===== config.mk =====
export PLATFORM = sky130hd
export DESIGN_NAME = lsi_top
export DESIGN_NICKNAME = d
export VERILOG_FILES = /design/src/hdl/lsi_pkg.sv /design/src/hdl/lsi_flag.sv /design/src/hdl/lsi_idstat.sv /design/src/hdl/lsi_top.sv
export SDC_FILE = /design/constraint.sdc
export NUM_CORES = 1
export LEC_CHECK = 0
export ABC_AREA = 1
export BUFFER_PORTS_ARGS = -buffer_cell sky130_fd_sc_hd__buf_2
export CAP_MARGIN = 5
export CORE_MARGIN = 5
export CORE_UTILIZATION = 48
export DETAILED_ROUTE_END_ITERATION = 10
export PLACE_DENSITY = 0.81
export REMOVE_ABC_BUFFERS = 1
export SLEW_MARGIN = 20
export SYNTH_ARGS = -nofsm -noshare
export SYNTH_HDL_FRONTEND = slang
export SYNTH_HIERARCHICAL = 1
export SYNTH_SLANG_ARGS = --single-unit

===== constraint.sdc =====
create_clock -name pclk -period 1.3 [get_ports pclk]
set_input_delay 0.13 -clock pclk [delete_from_list [all_inputs] [get_ports pclk]]
set_output_delay 0.13 -clock pclk [all_outputs]
set_load 0.01 [all_outputs]

===== src/hdl/lsi_pkg.sv =====
`default_nettype none
package lsi_pkg;
  // register byte addresses on apb (0xc9/0xca are not word multiples: index*4)
  localparam logic [7:0]  STATUS_IDX   = 8'hC9;
  localparam logic [7:0]  BITTIME_IDX  = 8'hCC;
  localparam logic [7:0]  IRQEN_IDX    = 8'hCA;
  localparam logic [7:0]  ERRFLAG_IDX  = 8'hCB;
  localparam logic [7:0]  DATA_IDX     = 8'hD2;
  localparam logic [7:0]  CTRL_IDX     = 8'hC8;
  localparam logic [11:0] STATUS_ADDR  = 12'h324;
  localparam logic [11:0] BITTIME_ADDR = 12'h330;
  localparam logic [11:0] IRQEN_ADDR   = 12'h328;
  localparam logic [11:0] ERRFLAG_ADDR = 12'h32C;
  localparam logic [11:0] DATA_ADDR    = 12'h348;
  localparam logic [11:0] CTRL_ADDR    = 12'h320;
  // reset values
  localparam logic [7:0]  STATUS_RST   = 8'h00;
  localparam logic [7:0]  IRQEN_RST    = 8'h00;
  localparam logic [7:0]  ERRFLAG_RST  = 8'h00;
  localparam logic [5:0]  BITTIME_RST  = 6'h20;
  // status field positions, and resync bit of bit timing register
  localparam int          ERR_BIT      = 3;
  localparam int          ID_BIT       = 2;
  localparam int          TX_BIT       = 1;
  localparam int          RX_BIT       = 0;
  localparam int          RESYNC_BIT   = 7;
  // reserved diagnostic identifiers
  localparam logic [5:0]  ID_DIAG_LO   = 6'h3C;
  localparam logic [5:0]  ID_DIAG_HI   = 6'h3D;
  localparam logic [5:0]  ID_RSV_BASE  = 6'h3C;
endpackage
`default_nettype wire


===== src/hdl/lsi_flag.sv =====
`timescale 1ns/1ps
`default_nettype none
// sticky flag: set wins over clear
module lsi_flag (
  input  wire logic pclk,
  input  wire logic presetn,
  input  wire logic set_in,
  input  wire logic clr_in,
  output logic      flag_out
);
  logic flag_reg;
  logic flag_next;

  always_comb begin
    flag_next = flag_reg;
    if (set_in) begin
      flag_next = 1'b1;
    end else if (clr_in) begin
      flag_next = 1'b0;
    end
  end

  always_ff @(posedge pclk or negedge presetn) begin
    if (!presetn) begin
      flag_reg <= 1'b0;
    end else begin
      flag_reg <= flag_next;
    end
  end

  assign flag_out = flag_reg;
endmodule
`default_nettype wire


===== src/hdl/lsi_idstat.sv =====
`timescale 1ns/1ps
`default_nettype none
// identifier decode: status code and checksum model
module lsi_idstat (
  input  wire logic [5:0] ident_in,
  output logic [2:0]      ident_status_code,
  output logic            classic_only
);
  always_comb begin
    if (ident_in >= lsi_pkg::ID_RSV_BASE) begin
      ident_status_code = {1'b1, 2'(ident_in - lsi_pkg::ID_RSV_BASE)};
    end else begin
      ident_status_code = 3'h0;
    end
    classic_only = (ident_in == lsi_pkg::ID_DIAG_LO)
                 || (ident_in == lsi_pkg::ID_DIAG_HI);
  end
endmodule
`default_nettype wire


===== src/hdl/lsi_top.sv =====
`timescale 1ns/1ps
`default_nettype none
module lsi_top (
  input  wire logic        pclk,
  input  wire logic        presetn,
  input  wire logic        psel,
  input  wire logic        penable,
  input  wire logic        pwrite,
  input  wire logic [11:0] paddr,
  input  wire logic [31:0] pwdata,
  output logic [31:0]      prdata,
  output logic             pready,
  output logic             pslverr,
  input  wire logic        rx_active,
  input  wire logic        tx_active,
  input  wire logic [5:0]  ident_in,
  input  wire logic        ident_rx_done,
  input  wire logic        header_tx_done,
  input  wire logic        tx_resp_done,
  input  wire logic        rx_resp_done,
  input  wire logic [7:0]  err_event,
  input  wire logic [7:0]  rx_data_in,
  output logic [7:0]       tx_data_out,
  output logic             tx_data_load,
  output logic             uart_mode,
  output logic             classic_only,
  output logic             resync_enable,
  output logic [5:0]       bit_timing_field,
  output logic             irq_comm,
  output logic             irq_error
);
  logic [7:0] irq_en_reg;
  logic [7:0] irq_en_next;
  logic [7:0] err_reg;
  logic [7:0] err_next;
  logic [6:0] btr_reg;
  logic [6:0] btr_next;
  logic [7:0] data_reg;
  logic [7:0] data_next;
  logic       ctrl_reg;
  logic       ctrl_next;
  logic [31:0] prdata_reg;
  logic [31:0] prdata_next;
  logic       pslverr_next;
  logic       load_reg;
  logic       load_next;
  logic       wr_acc;
  logic       rd_acc;
  logic       hit;
  logic       wr_status;
  logic       clr_err;
  logic       clr_id;
  logic       clr_tx;
  logic       clr_rx;
  logic       data_rd;
  logic       data_wr;
  logic       ident_done_flag;
  logic       tx_response_done_flag;
  logic       rx_response_done_flag;
  logic       summary_error_flag;
  logic       bus_activity_flag;
  logic [2:0] ident_status_code;
  logic [7:0] status_val;
  logic       en_wr;

  assign wr_acc    = psel && penable && pwrite;
  assign rd_acc    = psel && penable && !pwrite;
  assign pready    = 1'b1;
  assign wr_status = wr_acc && (paddr == lsi_pkg::STATUS_ADDR);
  assign data_rd   = rd_acc && (paddr == lsi_pkg::DATA_ADDR);
  assign data_wr   = wr_acc && (paddr == lsi_pkg::DATA_ADDR);
  assign en_wr     = wr_acc && (paddr == lsi_pkg::IRQEN_ADDR);

  // write-one-to-clear strobes; uart data access clears too
  assign clr_err = (wr_status && pwdata[lsi_pkg::ERR_BIT]) || (ctrl_reg && data_rd);
  assign clr_id  = wr_status && pwdata[lsi_pkg::ID_BIT];
  assign clr_tx  = (wr_status && pwdata[lsi_pkg::TX_BIT]) || (ctrl_reg && data_wr);
  assign clr_rx  = (wr_status && pwdata[lsi_pkg::RX_BIT]) || (ctrl_reg && data_rd);

  lsi_flag u_id (
    .pclk     (pclk),
    .presetn  (presetn),
    .set_in   (ident_rx_done || header_tx_done),
    .clr_in   (clr_id),
    .flag_out (ident_done_flag)
  );
  lsi_flag u_tx (
    .pclk     (pclk),
    .presetn  (presetn),
    .set_in   (tx_resp_done),
    .clr_in   (clr_tx),
    .flag_out (tx_response_done_flag)
  );
  lsi_flag u_rx (
    .pclk     (pclk),
    .presetn  (presetn),
    .set_in   (rx_resp_done),
    .clr_in   (clr_rx),
    .flag_out (rx_response_done_flag)
  );
  lsi_idstat u_ids (
    .ident_in          (ident_in),
    .ident_status_code (ident_status_code),
    .classic_only      (classic_only)
  );

  // error register: events set, summary clear wipes all but same-cycle events
  always_comb begin
    err_next = err_reg | err_event;
    if (clr_err) begin
      err_next = err_event;
    end
  end

  assign summary_error_flag = |err_reg;
  assign bus_activity_flag  = rx_active || tx_active;
  assign status_val = {ident_status_code, bus_activity_flag, summary_error_flag,
                       ident_done_flag, tx_response_done_flag, rx_response_done_flag};

  // register writes and read mux
  always_comb begin
    hit          = 1'b1;
    irq_en_next  = irq_en_reg;
    btr_next     = btr_reg;
    data_next    = data_reg;
    ctrl_next    = ctrl_reg;
    load_next    = 1'b0;
    prdata_next  = prdata_reg;
    pslverr_next = 1'b0;
    if (paddr == lsi_pkg::STATUS_ADDR) begin
      prdata_next = {24'h000000, status_val};
    end else if (paddr == lsi_pkg::IRQEN_ADDR) begin
      prdata_next = {24'h000000, irq_en_reg};
      if (wr_acc) begin
        irq_en_next = {4'h0, pwdata[3:0]};
      end
    end else if (paddr == lsi_pkg::ERRFLAG_ADDR) begin
      prdata_next = {24'h000000, err_reg};
    end else if (paddr == lsi_pkg::BITTIME_ADDR) begin
      prdata_next = {24'h000000, btr_reg[6], 1'b0, btr_reg[5:0]};
      if (wr_acc) begin
        btr_next = {pwdata[lsi_pkg::RESYNC_BIT], pwdata[5:0]};
      end
    end else if (paddr == lsi_pkg::DATA_ADDR) begin
      prdata_next = {24'h000000, rx_data_in};
      if (wr_acc) begin
        data_next = pwdata[7:0];
        load_next = 1'b1;
      end
    end else if (paddr == lsi_pkg::CTRL_ADDR) begin
      prdata_next = {31'h00000000, ctrl_reg};
      if (wr_acc) begin
        ctrl_next = pwdata[0];
      end
    end else begin
      hit         = 1'b0;
      prdata_next = 32'h00000000;
    end
    if (!(psel && penable)) begin
      prdata_next = prdata_reg;
    end else if (!hit) begin
      pslverr_next = 1'b1;
    end
  end

  always_ff @(posedge pclk or negedge presetn) begin
    if (!presetn) begin
      irq_en_reg  <= lsi_pkg::IRQEN_RST;
      err_reg     <= lsi_pkg::ERRFLAG_RST;
      btr_reg     <= {1'b0, lsi_pkg::BITTIME_RST};
      data_reg    <= 8'h00;
      ctrl_reg    <= 1'b0;
      prdata_reg  <= 32'h00000000;
      load_reg    <= 1'b0;
    end else begin
      irq_en_reg  <= irq_en_next;
      err_reg     <= err_next;
      btr_reg     <= btr_next;
      data_reg    <= data_next;
      ctrl_reg    <= ctrl_next;
      prdata_reg  <= prdata_next;
      load_reg    <= load_next;
    end
  end

  // apb answers in the access cycle: read data combinational from regs
  always_comb begin
    if (rd_acc) begin
      prdata = prdata_next;
    end else begin
      prdata = prdata_reg;
    end
  end
  assign pslverr = pslverr_next;

  assign tx_data_out      = data_reg;
  assign tx_data_load     = load_reg;
  assign uart_mode        = ctrl_reg;
  assign resync_enable    = !btr_reg[6];
  assign bit_timing_field = btr_reg[5:0];
  assign irq_comm  = (ident_done_flag && irq_en_reg[lsi_pkg::ID_BIT])
                   || (tx_response_done_flag && irq_en_reg[lsi_pkg::TX_BIT])
                   || (rx_response_done_flag && irq_en_reg[lsi_pkg::RX_BIT]);
  assign irq_error = summary_error_flag && irq_en_reg[lsi_pkg::ERR_BIT];
endmodule
`default_nettype wire


==> impl_metrics.tcl <==
set metrics [dict create \
    clk-insertion-delay-late_ps 340 \
    cts_tree "built" \
    die_x_um 92.2 \
    worstPathMaxFanout 2 \
    drt-initial-drc-count 245 \
    grt_use_total_pct 24.3 \
    yosysTopAreaCellShare_pct 48.6 \
    gp_congestion 0.973 \
    grt_first_pass_wirelength_um 16300 \
    core.rowCount 30 \
    cts.reportedPaths.clkPinSlew_ps 70 \
    finalCritPeriodShare_pct 139 \
    worstPathRequired_ps 1170 \
    stdcell_area_um2 5040 \
    worstHoldPathType "in -> reg" \
    wl_met3_um 983 \
    synth_area_per_cell_um2 7.60 \
    post-dp-hpwl_um 6750 \
    clk_path_buf_depth 2 \
    setup_violations 22 \
    initial_core_util_pct 48.5 \
    area_growth_pct 55.5 \
    worstSetupPathType "reg -> out" \
    rsz0062_at_grt "true" \
    final_common_cell "buf_2" \
    synthesis.area_um2 3240 \
    drt-met1-wl_um 4220 \
    min_period_ps 1800 \
    wl_per_cell_um 16.7 \
    drive_gt1_share_pct 44.7 \
    end_kind "primary output" \
    start_kind "flop" \
    dp_slack_ps -274 \
    wl_met2_um 5770 \
    grt_max_degree 27 \
    top_layer_used "met4" \
    antenna_cells 0 \
    postRouteAntennaNets 0 \
    layout_common_cells "buf_2, nor2_1, nand2_1, dfrtp_1, inv_1" \
    power_density_nw_per_um2 824 \
    grt_pass1_vias 3524 \
    vdd_drop_max_v 0.000991 \
    drv_slew 0 \
    max_freq_mhz 555 \
    nFillCells 438 \
    grt_remaining_overflow 0 \
    dpl_cell_area_um2 4160 \
    failed_checks "negative setup slack" \
    htreeDepth 3 \
    clock_sinks 64 \
    cts_made_buffers 9 \
    hold_viol_final 0 \
    drcViolationCount 0 \
    fp.dieArea_um2 8500 \
    crit_arrival_ps 1670 \
    routed_wl_um 11500 \
    ios 131 \
    io_buffers 105 \
    via_per_inst 5.31 \
    ys_seq_area_share_pct 49.4 \
    maxCapViolCount 0 \
    yosysWarnings 6 \
    vias 3668 \
    total_power_mw 4.15 \
    synth_top_cell_by_area "dfrtp_1" \
    clock_skew_ps 14.7 \
    dp_cells 641 \
    ys_seq_elements 64 \
    core-area_um2 6680 \
    syn_inst 427 \
    cts_root_buf "clkbuf_8" \
    yosys-top-cells-area "dfrtp_1, nor2_1, nand2_1" \
    fin_util_pct 75.5 \
    antenna_found_initial 0 \
    die_h_um 92.2 \
    largest_reg_flops 32 \
    finalNetCount 683 \
    firstDrtPassIters 5 \
    worst_slack_ps -503 \
    yosysUniqueCellTypes 33 \
    leakage_nw 2.83 \
    layout.cells.non_filler 691 \
    status "finished with violations" \
]
-- final timing paths --
path / from / endpoint / slack, ps / cells after the start
setup / recovery: err_reg[7]$_DFF_PN0_ / prdata[3] / -500 / 11
hold / removal: err_event[1] / err_reg[1]$_DFF_PN0_ / 20 / 2
setup reg to reg: err_reg[7]$_DFF_PN0_ / prdata_reg[3]$_DFF_PN0_ / -60 / 9
hold reg to reg: tx_data_out[4]$_DFFE_PN0P_ / tx_data_out[4]$_DFFE_PN0P_ / 490 / 2
max in group asynchronous: presetn / tx_data_out[3]$_DFFE_PN0P_ / 490 / 3
min in group asynchronous: presetn / err_reg[0]$_DFF_PN0_ / 310 / 2
-- report_power, final --
part / leakage [nW] / switching [mW] / internal [mW]
clock network: 0.0987 / 0.736 / 0.899
registers: 0.824 / 0.0100 / 2.01
logic: 1.90 / 0.281 / 0.218
-- critical path, stage by stage, from the launching register on --
cell and delay (ps):
dfrtp_1 410, inv_2 80, nand2_2 60, nor3_4 190
nand2_1 80, nand3_1 70, nand3_1 60, nand2_1 90
nand2_2 70, nand2_2 60, nand2_2 40, buf_6 110
-- routing by layer --
| metal | global-route usage [%] | vias up |
|---|---|---|
| met3 | 5.00 | 50 |
| met5 | 0 | - |
| met2 | 42.0 | 241 |
| met4 | 11.0 | 0 |
| li1 | - | 1659 |
| met1 | 29.0 | 1718 |
-- cell usage after synthesis --
cell / instances
nor2_1: 87
nand2_1: 83
inv_1: 68
dfrtp_1: 63
nand3_1: 36
o21ai_0: 14
a21oi_1: 9
o21bai_1: 8
buf_4: 7
nor3_1: 7
o21ai_1: 7
clkbuf_1: 6
inv_2: 4
buf_6: 3
nand2_2: 3
nor2_2: 3
nand3b_1: 2
nor3_4: 2
a21boi_0: 1
a21oi_2: 1
buf_1: 1
buf_2: 1
conb_1: 1
dfstp_2: 1
nand2_4: 1
nand3_2: 1
nand4_1: 1
nor2_4: 1
nor3_2: 1
nor4_1: 1
o21ai_4: 1
o22ai_1: 1
or2_2: 1
-- metrics by stage --
step / hold slack [ps] / setup TNS [ps]
after CTS: 1.94 / -2280
after global placement: 96.3 / -4620
after global routing: 9.46 / -5760
after floorplan: -166 / -18270
final: 16.9 / -3420
after detailed placement: 111 / -7110
-- layout make-up --
cell class | instances | area (um^2) | area share (%)
Multi-Input combinational cell | 273 | 1550 | 30.8
Inverter | 72 | 282 | 5.58
Timing Repair Buffer | 186 | 1310 | 26.0
Clock buffer | 14 | 183 | 3.62
Sequential cell | 64 | 1600 | 31.8
Tap cell | 80 | 100 | 1.98
Clock inverter | 2 | 12.5 | 0.248
-- cell families (layout without fill, tap and decap cells) --
logic type      count (synthesis)  count (layout)  share of synthesized area, %
other cells                     1               1                         0.116
simple gates                  230             230                          30.8
buf+inv                        90             274                          12.0
compound gates                 42              42                          7.68
flops                          64              64                          49.4
-- repair_timing --
item                                    CTS  global route
hold buffers                             10             0
gates resized for setup                  49            59
endpoints found under the hold margin    23             0
gates cloned                              0             1
endpoints found under the setup margin   10            37
setup buffers                            17            10
pin swaps                                20            24
Note: power is estimated with default switching activity, not from simulation.
